[src/core/irs_pkg.sv]
// Purpose: Shared constants and types for the interrupt pin routing block
// Assumes: Index-addressed configuration port, one 50 MHz clock
// Notes:   Route codes follow one table for every interrupt-select field
package irs_pkg;

  // Configuration index values of the routing registers
  localparam logic [7:0] DISK_PRN_ROUTE_IDX = 8'h27;
  localparam logic [7:0] SERIAL_ROUTE_IDX   = 8'h28;
  localparam logic [7:0] EXT_ROUTE_IDX      = 8'h29;

  // Values after reset
  localparam logic [7:0] ROUTE_RESET        = 8'h00;
  localparam logic [7:0] INDEX_RESET        = 8'h00;
  localparam logic [7:0] READ_UNMAPPED      = 8'h00;

  // Field positions: upper and lower select nibbles
  localparam int         HI_NIB_LSB         = 4;
  localparam int         LO_NIB_LSB         = 0;
  localparam int         NIB_W              = 4;

  // Route codes
  localparam logic [3:0] CODE_NONE          = 4'h0;
  localparam logic [3:0] CODE_RESERVED      = 4'h7;
  localparam logic [3:0] CODE_SHARE         = 4'hf;

  // Pins: codes 1..6 and 8..14, one pin each
  localparam int         NUM_PINS           = 13;
  localparam int         LOW_PIN_GROUP      = 6;

  // Interrupt sources, lowest index wins a pin on a conflict
  localparam int         NUM_SRC            = 5;
  localparam int         SRC_DISK           = 0;
  localparam int         SRC_PRINTER        = 1;
  localparam int         SRC_SERIAL1        = 2;
  localparam int         SRC_SERIAL2        = 3;
  localparam int         SRC_EXT            = 4;

  // Synchroniser depth for pin inputs
  localparam int         SYNC_STAGES        = 2;

  // One host access on the configuration port
  typedef struct packed {
    logic       index_wr;
    logic       data_wr;
    logic       data_rd;
    logic [7:0] wdata;
  } irs_cfg_req_s;

  // One interrupt source after gating: where it goes and what it drives
  typedef struct packed {
    logic [3:0] code;
    logic       enable;
    logic       level;
  } irs_src_s;

  typedef irs_src_s [NUM_SRC-1:0] irs_src_vec_t;

endpackage : irs_pkg

[src/core/irs_pin_mux.sv]
// Purpose: Decides what one interrupt pin shows from all routed sources
// Assumes: Each source arrives with its own enable bit, which is applied here
// Notes:   Lowest source index wins when software routes two to one pin
`timescale 1ns/1ns
module irs_pin_mux #(
  parameter logic [3:0] PIN_CODE = 4'h1
) (
  // Routed sources
  input  wire irs_pkg::irs_src_vec_t srcs_in,
  // Pin drive decision
  output logic                       drive_out,
  output logic                       level_out
);

  always_comb begin
    drive_out = 1'b0;
    level_out = 1'b0;
    // Walk downward so the lowest matching source is kept
    for (int s = irs_pkg::NUM_SRC - 1; s >= 0; s--) begin
      if (srcs_in[s].code == PIN_CODE && srcs_in[s].enable) begin
        drive_out = 1'b1;
        level_out = srcs_in[s].level;
      end
    end
  end

endmodule : irs_pin_mux

[src/core/irs_route_top.sv]
// Purpose: Interrupt pin routing with serial-port sharing and an external input
// Assumes: Host drives the configuration port from logic on clk_sys_in;
//          the external interrupt arrives on a pin from outside the clock
// Notes:   Pin outputs are registered; undriven pins have their enable high
//
// Overview of operation
// RULE1: Routing register reached only in config mode, matching index
// RULE2: Routing register resets to all zeros
// RULE3: Low nibble picks the external interrupt's pin
// RULE4: Upper nibble reserved, always reads zero
// RULE5: Unselected interrupt pins stay high impedance
// RULE6: Serial pin follows interrupt only when enable set
// RULE7: Sharing merges both serial sources onto first pin
// RULE8: Host must not route two sources together
// RULE9: Host routes first port, then all ones for sharing
// RULE10: Serial register: upper nibble first, lower second
// RULE11: External level passes unchanged, not latched or inverted
`timescale 1ns/1ns
module irs_route_top (
  // Clock and reset
  input  wire logic                          clk_sys_in,
  input  wire logic                          rst_in,
  // Configuration port
  input  wire logic                          cfg_mode_in,
  input  wire irs_pkg::irs_cfg_req_s         cfg_req_in,
  output logic [7:0]                         cfg_rdata_out,
  output logic                               cfg_rvalid_out,
  output logic [7:0]                         config_index_pointer_out,
  // Interrupt sources
  input  wire logic                          disk_irq_in,
  input  wire logic                          printer_irq_in,
  input  wire logic                          first_serial_port_irq_in,
  input  wire logic                          first_serial_port_oe_in,
  input  wire logic                          second_serial_port_irq_in,
  input  wire logic                          second_serial_port_oe_in,
  input  wire logic                          external_interrupt_input_in,
  // Interrupt pins
  output logic [irs_pkg::NUM_PINS-1:0]       irq_pin_out,
  output logic [irs_pkg::NUM_PINS-1:0]       irq_pin_oe_n_out,
  // State for observation
  output logic                               share_mode_out
);

  // Configuration state
  logic [7:0]                         config_index_pointer;
  logic [7:0]                         disk_and_printer_irq_route_select;
  logic [7:0]                         serial_irq_route_select;
  logic [irs_pkg::NIB_W-1:0]          ext_route_code;
  logic [7:0]                         cfg_rdata;
  logic                               cfg_rvalid;

  // External interrupt synchroniser
  logic [irs_pkg::SYNC_STAGES-1:0]    ext_sync;
  logic                               ext_level;

  // Decoded accesses
  wire                                idx_wr_ok;
  wire                                data_wr_ok;
  wire                                data_rd_ok;
  wire                                sel_disk_prn;
  wire                                sel_serial;
  wire                                sel_ext;
  wire [7:0]                          ext_route_view;
  wire [7:0]                          next_rdata;

  // Source routing
  wire [3:0]                          serial1_code;
  wire [3:0]                          serial2_code;
  wire                                share_mode;
  wire                                serial1_enable;
  wire                                serial1_level;
  irs_pkg::irs_src_vec_t              srcs;

  // Pin decisions
  logic [irs_pkg::NUM_PINS-1:0]       next_pin_drive;
  logic [irs_pkg::NUM_PINS-1:0]       next_pin_level;

  // Configuration port decode
  assign idx_wr_ok    = cfg_mode_in && cfg_req_in.index_wr;
  assign data_wr_ok   = cfg_mode_in && cfg_req_in.data_wr;        // [RULE1]
  assign data_rd_ok   = cfg_mode_in && cfg_req_in.data_rd;        // [RULE1]
  assign sel_disk_prn = config_index_pointer == irs_pkg::DISK_PRN_ROUTE_IDX;
  assign sel_serial   = config_index_pointer == irs_pkg::SERIAL_ROUTE_IDX;
  assign sel_ext      = config_index_pointer == irs_pkg::EXT_ROUTE_IDX;   // [RULE1]

  // Reserved upper nibble is never stored, so it reads zero
  assign ext_route_view = {{irs_pkg::NIB_W{1'b0}}, ext_route_code};   // [RULE4]

  assign next_rdata = sel_disk_prn ? disk_and_printer_irq_route_select :
                      sel_serial   ? serial_irq_route_select :
                      sel_ext      ? ext_route_view :                 // [RULE1]
                                     irs_pkg::READ_UNMAPPED;

  // Index pointer
  always_ff @(posedge clk_sys_in) begin
    if (rst_in) begin
      config_index_pointer <= irs_pkg::INDEX_RESET;
    end else if (idx_wr_ok) begin
      config_index_pointer <= cfg_req_in.wdata;
    end
  end

  // Routing registers
  always_ff @(posedge clk_sys_in) begin
    if (rst_in) begin
      disk_and_printer_irq_route_select <= irs_pkg::ROUTE_RESET;
      serial_irq_route_select           <= irs_pkg::ROUTE_RESET;
      ext_route_code                    <= irs_pkg::ROUTE_RESET[irs_pkg::NIB_W-1:0]; // [RULE2]
    end else if (data_wr_ok) begin
      if (sel_disk_prn) begin
        disk_and_printer_irq_route_select <= cfg_req_in.wdata;
      end
      if (sel_serial) begin
        serial_irq_route_select <= cfg_req_in.wdata;
      end
      if (sel_ext) begin
        ext_route_code <= cfg_req_in.wdata[irs_pkg::LO_NIB_LSB +: irs_pkg::NIB_W]; // [RULE1]
      end
    end
  end

  // Read data, answered one cycle after the strobe
  always_ff @(posedge clk_sys_in) begin
    if (rst_in) begin
      cfg_rdata  <= irs_pkg::READ_UNMAPPED;
      cfg_rvalid <= 1'b0;
    end else begin
      cfg_rvalid <= data_rd_ok;
      if (data_rd_ok) begin
        cfg_rdata <= next_rdata;
      end
    end
  end

  // Two-stage synchroniser for the pin input
  always_ff @(posedge clk_sys_in) begin
    if (rst_in) begin
      ext_sync <= '0;
    end else begin
      ext_sync <= {ext_sync[irs_pkg::SYNC_STAGES-2:0], external_interrupt_input_in};
    end
  end

  assign ext_level = ext_sync[irs_pkg::SYNC_STAGES-1];   // [RULE11]

  // Serial routing and sharing
  assign serial1_code = serial_irq_route_select[irs_pkg::HI_NIB_LSB +: irs_pkg::NIB_W];
  assign serial2_code = serial_irq_route_select[irs_pkg::LO_NIB_LSB +: irs_pkg::NIB_W]; // [RULE10]
  assign share_mode   = serial2_code == irs_pkg::CODE_SHARE;

  assign serial1_enable = share_mode ? (first_serial_port_oe_in || second_serial_port_oe_in)
                                     : first_serial_port_oe_in;                 // [RULE7]
  assign serial1_level  = share_mode ?
                          ((first_serial_port_oe_in && first_serial_port_irq_in) ||
                           (second_serial_port_oe_in && second_serial_port_irq_in))
                                     : first_serial_port_irq_in;                // [RULE7]

  // Source table fed to every pin
  assign srcs[irs_pkg::SRC_DISK].code      =
    disk_and_printer_irq_route_select[irs_pkg::HI_NIB_LSB +: irs_pkg::NIB_W];
  assign srcs[irs_pkg::SRC_DISK].enable    = 1'b1;
  assign srcs[irs_pkg::SRC_DISK].level     = disk_irq_in;
  assign srcs[irs_pkg::SRC_PRINTER].code   =
    disk_and_printer_irq_route_select[irs_pkg::LO_NIB_LSB +: irs_pkg::NIB_W];
  assign srcs[irs_pkg::SRC_PRINTER].enable = 1'b1;
  assign srcs[irs_pkg::SRC_PRINTER].level  = printer_irq_in;
  assign srcs[irs_pkg::SRC_SERIAL1].code   = serial1_code;                     // [RULE10]
  assign srcs[irs_pkg::SRC_SERIAL1].enable = serial1_enable;                   // [RULE6]
  assign srcs[irs_pkg::SRC_SERIAL1].level  = serial1_level;                    // [RULE6]
  // Share code selects no pin, so the second serial pin stays undriven
  assign srcs[irs_pkg::SRC_SERIAL2].code   = serial2_code;                     // [RULE7]
  assign srcs[irs_pkg::SRC_SERIAL2].enable = second_serial_port_oe_in;         // [RULE6]
  assign srcs[irs_pkg::SRC_SERIAL2].level  = second_serial_port_irq_in;        // [RULE6]
  assign srcs[irs_pkg::SRC_EXT].code       = ext_route_code;                   // [RULE3]
  assign srcs[irs_pkg::SRC_EXT].enable     = 1'b1;
  assign srcs[irs_pkg::SRC_EXT].level      = ext_level;                        // [RULE11]

  // One decision per pin; code 7 and code 15 have no pin
  generate
    for (genvar p = 0; p < irs_pkg::NUM_PINS; p++) begin : g_pin
      localparam logic [3:0] PIN_CODE = (p < irs_pkg::LOW_PIN_GROUP) ? 4'(p + 1) : 4'(p + 2);

      // Conflicting routes are resolved by priority, never driven twice
      irs_pin_mux #(
        .PIN_CODE  (PIN_CODE)
      ) u_pin_mux (
        .srcs_in   (srcs),
        .drive_out (next_pin_drive[p]),                                        // [RULE8]
        .level_out (next_pin_level[p])
      );
    end
  endgenerate

  // Registered pin drivers; enable high means high impedance
  always_ff @(posedge clk_sys_in) begin
    if (rst_in) begin
      irq_pin_out      <= '0;
      irq_pin_oe_n_out <= '1;                                                  // [RULE5]
    end else begin
      irq_pin_out      <= next_pin_level & next_pin_drive;
      irq_pin_oe_n_out <= ~next_pin_drive;                                     // [RULE5]
    end
  end

  assign cfg_rdata_out            = cfg_rdata;
  assign cfg_rvalid_out           = cfg_rvalid;
  assign config_index_pointer_out = config_index_pointer;
  assign share_mode_out           = share_mode;

endmodule : irs_route_top

[config.mk]
export PLATFORM = sky130hd
export DESIGN_NAME = irs_route_top
export DESIGN_NICKNAME = d
export VERILOG_FILES = /design/src/core/irs_pkg.sv /design/src/core/irs_pin_mux.sv /design/src/core/irs_route_top.sv
export SDC_FILE = /design/constraint.sdc
export NUM_CORES = 1
export LEC_CHECK = 0
export BUFFER_PORTS_ARGS = -buffer_cell sky130_fd_sc_hd__buf_2
export CAP_MARGIN = 20
export CORE_ASPECT_RATIO = 0.7
export CORE_UTILIZATION = 56
export DETAILED_ROUTE_END_ITERATION = 10
export PLACE_DENSITY = 0.79
export SETUP_SLACK_MARGIN = 0.1
export SYNTH_ARGS = -nofsm -noshare
export SYNTH_HDL_FRONTEND = slang
export SYNTH_SLANG_ARGS = --single-unit
export TNS_END_PERCENT = 50
[constraint.sdc]
create_clock -name clk_sys_in -period 2.1 [get_ports clk_sys_in]
set_input_delay 0.42 -clock clk_sys_in [delete_from_list [all_inputs] [get_ports clk_sys_in]]
set_output_delay 0.42 -clock clk_sys_in [all_outputs]
set_load 0.1 [all_outputs]
## After elaboration in Yosys (flattened, before gate mapping)

Index checks and enable logic that the tools add are counted.

- Equality and inequality tests: 69
- Mux-type cells: 135
- Bitwise logic cells: 2
- Reductions and logical operators: 36

Operators with widths:

| operator | count |
|---|---|
| $eq A4 B4 Y1 const B | 36 |
| $mux W1 | 132 |
| $eq A4 B3 Y1 const B | 15 |
| $eq A4 B2 Y1 const B | 10 |
| $logic_and A1 B1 Y1 | 31 |
| $eq A8 B6 Y1 const B | 3 |
| $eq A4 B1 Y1 const B | 5 |
| $mux W8 | 2 |
| $and A13 B13 Y13 | 1 |
| $not A13 Y13 | 1 |
| $reduce_and A2 Y1 | 3 |
| $mux W4 | 1 |
| $logic_or A1 B1 Y1 | 2 |

- Flip-flop bits (word level): 65
- Bits of input ports: 21
- Logic and storage cells: 251

## Logic depth before layout (Yosys ltp)

Gate-level depths: netlist of run 1.

- Depth after elaboration: 7
- Mapped depth: 7

## By module

Synthesis of run 1 repeated with hierarchy kept, for this count alone.

- Cells, all modules: 500
- Area total of the unflattened synthesis: 4194.0 um^2

By module, submodules not included:

| module | instances | cells an instance | area an instance (um^2) | sequential area each (um^2) |
|---|---|---|---|---|
| irs_route_top | 1 | 235 | 2381.0 | 1301.2 |
| irs_pin_mux (g_pin[0].u_pin_mux ...) | 6 | 20 | 140.1 | 0.0 |
| irs_pin_mux (g_pin[3].u_pin_mux ...) | 2 | 20 | 138.9 | 0.0 |
| irs_pin_mux (g_pin[11].u_pin_mux ...) | 2 | 20 | 125.1 | 0.0 |
| irs_pin_mux (g_pin[10].u_pin_mux) | 1 | 22 | 158.9 | 0.0 |
| irs_pin_mux (g_pin[2].u_pin_mux) | 1 | 23 | 151.4 | 0.0 |
| irs_pin_mux (g_pin[9].u_pin_mux) | 1 | 20 | 133.9 | 0.0 |

## Worst setup path after synthesis of run 1

OpenSTA, ideal clock, no wires.

- Path type: reg-to-reg
- From: reg config_index_pointer[5], in the netlist config_index_pointer_out[5]
- To: reg ext_route_code[0] in the netlist's numbering
- Setup time: 0.128 ns
- Arrival time: 2.404 ns
- Data required time: 1.972 ns
- Setup slack: -0.431 ns
- Stages on the path, launching flop included: 6
- Buffers on the path: 0
- Period minus slack after synthesis: 2.531 ns
- Path through: dfxtp_1 > or4b_4 > nor3_1 > nand3_1 > mux2i_1 > nor2_1

- Longest elaborated chain between the ends: 2

RTL lines:

| element | line | RTL |
|---|---|---|
| start: declaration | irs_route_top.sv:45 | `logic [7:0] config_index_pointer;` |
| start signal: assignment | irs_route_top.sv:97 | `config_index_pointer <= irs_pkg::INDEX_RESET;` |
| start signal: assignment | irs_route_top.sv:99 | `config_index_pointer <= cfg_req_in.wdata;` |
| $eq A8 B6 Y1 | irs_route_top.sv:84 | `assign sel_ext = config_index_pointer == irs_pkg::EXT_ROUTE_IDX;` |
| $reduce_and A2 Y1 (no line) | - |  |
| end signal: assignment | irs_route_top.sv:108 | `ext_route_code <= irs_pkg::ROUTE_RESET[irs_pkg::NIB_W-1:0];` |
| end signal: assignment | irs_route_top.sv:117 | `ext_route_code <= cfg_req_in.wdata[irs_pkg::LO_NIB_LSB +: irs_pkg::NIB_W];` |
| end: declaration | irs_route_top.sv:48 | `logic [irs_pkg::NIB_W-1:0] ext_route_code;` |

No other way between the ends.
A chain may end at the register's enable or synchronous reset.

## Worst setup path in the final report of run 1

- From: reg serial_irq_route_select[3]
- To: out share_mode_out

- Longest elaborated chain between the ends: 1

RTL lines:

| element | line | RTL |
|---|---|---|
| start: declaration | irs_route_top.sv:47 | `logic [7:0] serial_irq_route_select;` |
| start signal: assignment | irs_route_top.sv:107 | `serial_irq_route_select <= irs_pkg::ROUTE_RESET;` |
| start signal: assignment | irs_route_top.sv:114 | `serial_irq_route_select <= cfg_req_in.wdata;` |
| $eq A4 B4 Y1 | irs_route_top.sv:149 | `assign share_mode = serial2_code == irs_pkg::CODE_SHARE;` |
| end: declaration | irs_route_top.sv:41 | `output logic share_mode_out` |

No other way between the ends.

==> flow_metrics.py, run 1 <==
metrics = {
    "power": {
        "pwr-share-seq": 0.458,
        "p_sw_frac": 0.262,
        "p_switching_uw": 722,
        "p_leak_nw": 1.77,
        "combPwrFrac": 0.102,
        "ir_drop_v": 0.000389,
        "clkPwrFrac": 0.440,
        "p_per_area_nw_per_um2": 630,
        "intPower_mw": 2.03,
        "total_power_mw": 2.76,
    },
    "setup_path": {
        "cp_cell_sequence": "nand4_1 -> inv_1 -> buf_2",
        "cp_max_fo": 7,
        "start_kind": "flop",
        "required_ps": 1680,
        "cp-end-kind": "output port",
        "path_class": "flop to output port",
        "critPathMaxStageDelay_ps": 490,
        "cp.arrival_ps": 1590,
        "cp_slowest_cell": "dfxtp_1",
    },
    "synth": {
        "syn_avg_cell_area_um2": 7.70,
        "synth.top_cell.area_share": 0.361,
        "syn-instance-count": 468,
        "synth.most_common_cell": "nand2_1",
        "synth_top_area_cell": "dfxtp_1",
        "yosysWarnings": 0,
        "synth_cell_types": 47,
        "synth_area_um2": 3600,
        "synth-async-reset-ratio": 0,
        "ys_seq_elements": 65,
        "synth-edff-count": 0,
        "synth_common_cells": "nand2_1, dfxtp_1, nand3_1, nor2_1, clkbuf_1",
        "syn-num-nets": 489,
        "synth_area_leaders": "dfxtp_1, nand2_1, nand3_1, o211ai_1, nor2_1",
        "seq_area_frac_synth": 0.361,
        "ys.flop_type": "dfxtp_1",
    },
    "detailed_routing": {
        "post_drt_wl_per_cell_um": 20.2,
        "wl_um": 12500,
        "post-route-drc-count": 6,
        "first_pass_iters": 8,
        "drtIter0Drc": 420,
        "vias": 4105,
        "ant_nets": 0,
        "viasPerCell": 6.63,
    },
    "finish": {
        "drive_gt1_frac": 0.248,
        "syn_to_final_growth_pct": 21.4,
        "final_nets": 558,
        "antennaDiodeCount": 0,
        "fin_area_um2": 4380,
    },
    "sta": {
        "fin_skew_ps": 10.7,
        "hold_viol": 0,
        "final_max_slew_viol_count": 0,
        "period_needed_ps": 2010,
        "relSlewSlack": 0.614,
        "rsz0062_at_grt": "true",
        "setup_violations": 0,
        "max_freq_ghz": 0.498,
        "period_share": 0.955,
        "worstMarginPinSlew_ps": 578,
    },
    "clock_tree": {
        "cts.htree.levels": 3,
        "cts_hold_buf": 0,
        "cts_root_buf": "clkbuf_8",
        "clk_latency_ps": 340,
        "cts_sinks": 65,
        "cts_setup_buffers": 0,
        "cts_tree": "done",
        "clk_pin_slew_worst_paths_ps": 70,
        "cts_inserted_buffers": 9,
        "cts_max_path_buffers": 2,
    },
    "die": {
        "initial_core_util": 0.580,
        "dieWidth_um": 97.9,
        "die_h_um": 69.1,
        "dieArea_um2": 6760,
        "row_count": 24,
        "coreArea_um2": 6220,
        "num_io_pins": 65,
    },
    "global_routing": {
        "grt_pass1_vias": 3706,
        "grt_overflow": 0,
        "grt_start_max_net_pins": 25,
        "grt_pass1_wl_um": 19600,
        "grt_usage": 0.378,
        "antenna_found_initial": 0,
    },
    "min_path": {
        "hold_class": "input pin to flop",
    },
    "placement": {
        "port_buffers": 64,
        "dp_hpwl_um": 9170,
        "place_area_um2": 4150,
        "gp_congestion": 1.01,
    },
    "status": {
        "violations": "design-rule violations",
        "outcome": "finished with violations",
    },
    "run": {
        "cap_violations": 0,
    },
}
-- power groups by stage --
stage	clock network (mW)	registers, mW	logic [mW]
6_report	1.21	1.26	0.282
5_1_grt	1.27	1.26	0.294
4_1_cts	1.22	1.26	0.276
3_5_place_dp	0	1.29	0.275
3_3_place_gp	0	1.29	0.271
2_1_floorplan	0	1.41	0.0726
-- repair_timing --
action	CTS	global route
gates resized for setup	0	5
endpoints found under the hold margin	0	0
setup endpoints to repair	0	11
-- through the flow --
stage	worst slack (ps)	util	hold slack [ps]	instances	TNS, ps
finish	93.6	0.704	309	619	0
global route	61.6	0.704	345	619	0
CTS	138	0.703	310	619	0
detailed placement	50.2	0.667	443	604	0
global placement	134	0.667	428	604	0
floorplan	-9.37	-	414	468	-38.6
-- worst paths after layout --
check / start / endpoint / slack [ps] / depth (start not counted)
setup / recovery: serial_irq_route_select[3]$_SDFFE_PP0P_ / share_mode_out / 90 / 3
hold / removal: external_interrupt_input_in / ext_sync[0]$_SDFF_PP0_ / 310 / 2
hold reg to reg: ext_sync[0]$_SDFF_PP0_ / ext_sync[1]$_SDFF_PP0_ / 450 / 1
setup reg to reg: serial_irq_route_select[3]$_SDFFE_PP0P_ / irq_pin_out[1]$_SDFF_PP0_ / 200 / 6
-- state kept, by name (all words and copies together), names as in the netlist --
signal and cells:
ext_sync 2, serial_irq_route_select 8, irq_pin_oe_n_out 13, cfg_rdata_out 8
disk_and_printer_irq_route_select 8, cfg_rvalid_out 1, irq_pin_out 13, ext_route_code 4
config_index_pointer_out 8
-- cell families (layout without fill, tap and decap cells) --
| logic type | count (synthesis) | count (layout) | share of synthesized area |
|---|---|---|---|
| compound gates | 111 | 111 | 0.224 |
| flops | 65 | 65 | 0.361 |
| buf+inv | 49 | 122 | 0.0528 |
| simple gates | 231 | 231 | 0.328 |
| mux | 12 | 12 | 0.0333 |
-- worst max-delay path, delay by kind of cell (launching register included) --
family | cells | cell delay (ps)
buffers and inverters | 2 | 580
DFF | 1 | 490
and+or+nand+nor | 1 | 170
-- metal layers --
| layer | GRT usage | wire [µm] | vias up | part of all wire |
|---|---|---|---|---|
| met3 | 0.133 | 1770 | 31 | 0.14 |
| met4 | 0.125 | 244 | 0 | 0.019 |
| li1 | - | - | 1855 | - |
| met2 | 0.527 | 5130 | 276 | 0.41 |
| met5 | 0 | 0 | - | 0 |
| met1 | 0.537 | 5370 | 1943 | 0.43 |
-- area by class of cell --
class / count / area (µm²)
Timing Repair Buffer: 100 / 591
Multi-Input combinational cell: 354 / 2120
Tap cell: 78 / 97.6
Fill cell: 545 / 1840
Inverter: 7 / 26.3
Clock buffer: 12 / 155
Clock inverter: 3 / 65.1
Sequential cell: 65 / 1320
-- placed cells by master, fill, tap and decap left out, types with 3 or more instances in the layout --
cell and instances:
nand2b_1 5, dfxtp_1 57, nor2_1 44, o311ai_0 7
buf_2 64, and3_1 4, nor3_1 7, a311oi_1 9
dfxtp_2 4, a31oi_1 4, o21ai_0 8, clkbuf_8 11
nor3b_1 3, inv_1 7, a21oi_1 22, and3b_1 7
o211ai_1 23, dfxtp_4 4, a221oi_1 6, and2_1 6
a41oi_1 3, buf_4 36, a41o_1 3, a211oi_1 8
mux2i_1 12, nor2b_1 17, nand2_1 68, nand4_1 9
nand3_1 45
No activity file was read; power rests on OpenSTA's default activity.
==> run 2: changes to the inputs <==
Settings changed: SETUP_SLACK_MARGIN 0.1 to default.
==> flow_metrics.py, run 2 (synthesized netlist as in run 1, its figures left out) <==
metrics = {
    "setup_path": {
        "required_ps": 1680,
        "r2r-end": "irq_pin_out[0]$_SDFF_PP0_",
        "cp_max_fo": 6,
        "critPathLaunch": "serial_irq_route_select[2]$_SDFFE_PP0P_",
        "start_kind": "flop",
        "setup.worst_path.end": "share_mode_out",
        "ff2ff_path_depth": 6,
        "cp-end-kind": "output port",
        "path_class": "flop to output port",
        "rrSetupSlack_ps": 90,
        "cp.arrival_ps": 1650,
        "regToRegStartpoint": "serial_irq_route_select[2]$_SDFFE_PP0P_",
    },
    "clock_tree": {
        "cts-resized-gates": 0,
        "cts_max_path_buffers": 2,
        "cts_setup_buffers": 0,
        "cts.htree.levels": 3,
        "cts_sinks": 65,
        "cts_tree": "done",
        "clk_pin_slew_worst_paths_ps": 90,
        "cts_inserted_buffers": 9,
        "cts_root_buf": "clkbuf_8",
        "clk_latency_ps": 370,
        "cts_hold_buf": 0,
    },
    "status": {
        "violations": "design-rule violations",
        "outcome": "finished with violations",
    },
    "finish": {
        "multi_input_area_um2": 2110,
        "mostFrequentLayoutCells": "nand2_1, buf_2, dfxtp_1, nand3_1, nor2_1",
        "antennaDiodeCount": 0,
        "fill_cells": 516,
        "fin_cells": 618,
        "final_common_cell": "nand2_1",
        "syn_to_final_growth_pct": 20.2,
        "seq_area_um2": 1320,
        "reg.largest.list": "irq_pin_oe_n_out: 13 flops, irq_pin_out: 13 flops",
        "drive_gt1_frac": 0.243,
        "final_nets": 556,
    },
    "die": {
        "dieArea_um2": 6760,
        "coreArea_um2": 6220,
        "initial_core_util": 0.580,
        "row_count": 24,
        "dieWidth_um": 97.9,
        "num_io_pins": 65,
        "die_h_um": 69.1,
    },
    "detailed_routing": {
        "first_pass_iters": 10,
        "viasPerCell": 6.55,
        "ant_nets": 0,
        "post-route-drc-count": 6,
        "vias": 4047,
        "wl_um": 12400,
        "post_drt_wl_per_cell_um": 20.0,
        "drtIter0Drc": 539,
    },
    "global_routing": {
        "grt_overflow": 0,
        "grt_pass1_vias": 3616,
        "grt_start_max_net_pins": 40,
        "antenna_found_initial": 0,
        "grt_usage": 0.377,
        "grt_pass1_wl_um": 19400,
    },
    "min_path": {
        "min_from": "external_interrupt_input_in",
        "hold_class": "input pin to flop",
    },
    "sta": {
        "setup_violations": 0,
        "fin_skew_ps": 17.5,
        "hold_viol": 0,
        "final_max_slew_viol_count": 0,
        "max_freq_ghz": 0.484,
        "worst_slack_ps": 31.9,
        "rsz0062_at_grt": "false",
        "worstMarginPinSlew_ps": 635,
        "period_needed_ps": 2070,
        "relSlewSlack": 0.576,
        "period_share": 0.985,
        "final.setup.tns_ps": 0,
    },
    "power": {
        "p_leak_nw": 1.75,
        "ir_drop_v": 0.000511,
        "total_power_mw": 2.65,
        "p_per_area_nw_per_um2": 612,
    },
    "placement": {
        "dp_hpwl_um": 9110,
        "place_inst": 602,
        "gp_congestion": 0.983,
        "dp_slack_ps": 149,
        "port_buffers": 64,
    },
    "run": {
        "cap_violations": 0,
    },
}
==> run 2: changes by cell type in the layout (fill, tap and decap cells not counted), sizes merged <==
| cell | change |
|---|---|
| clkbuf | -3 |
| clkinv | +2 |
| clkinvlp | +1 |
| bufinv | -1 |
| buf | -2 |
| inv | +2 |
==> run 2: cell type report <==
cell class | count | area share
Sequential cell | 65 | 0.304
Clock inverter | 7 | 0.0179
Clock buffer | 9 | 0.0286
Multi-Input combinational cell | 354 | 0.488
Inverter | 7 | 0.00607
Timing Repair Buffer | 98 | 0.133
Tap cell | 78 | 0.0225
==> run 2: worst max-delay path, cell delays in order, from the launching register on <==
cell and delay, ps:
dfxtp_1 490, nand4_1 230, inv_1 130, buf_2 430
==> run 2: report_power, final <==
| part | switching, mW | internal [mW] |
|---|---|---|
| clock network | 0.551 | 0.558 |
| logic | 0.222 | 0.0559 |
| registers | 0.0130 | 1.25 |
| total | 0.786 | 1.86 |
==> run 2: how the worst min path moves through the flow <==
stage                                         to  slack [ps]  depth (start not counted)
final                     ext_sync[0]$_SDFF_PP0_         270                          2
after global routing      ext_sync[0]$_SDFF_PP0_         280                          2
after CTS                 ext_sync[0]$_SDFF_PP0_         260                          2
after detailed placement  ext_sync[1]$_SDFF_PP0_         460                          1
after global placement    ext_sync[1]$_SDFF_PP0_         430                          1
after floorplan           ext_sync[1]$_SDFF_PP0_         410                          1
==> run 2: layer usage <==
metal	track usage	share of wire	routed length, µm	vias up
met5	0	0	0	-
met1	0.525	0.43	5280	1843
met3	0.141	0.15	1800	46
li1	-	-	-	1857
met4	0.140	0.029	365	0
met2	0.523	0.40	4930	301
==> run 2: per-stage QoR <==
step / util / hold WS (ps) / cell area (µm²)
floorplan: - / 414 / 3620
global placement: 0.664 / 430 / 4130
detailed placement: 0.664 / 456 / 4130
CTS: 0.697 / 265 / 4330
global route: 0.697 / 281 / 4330
finish: 0.697 / 266 / 4330
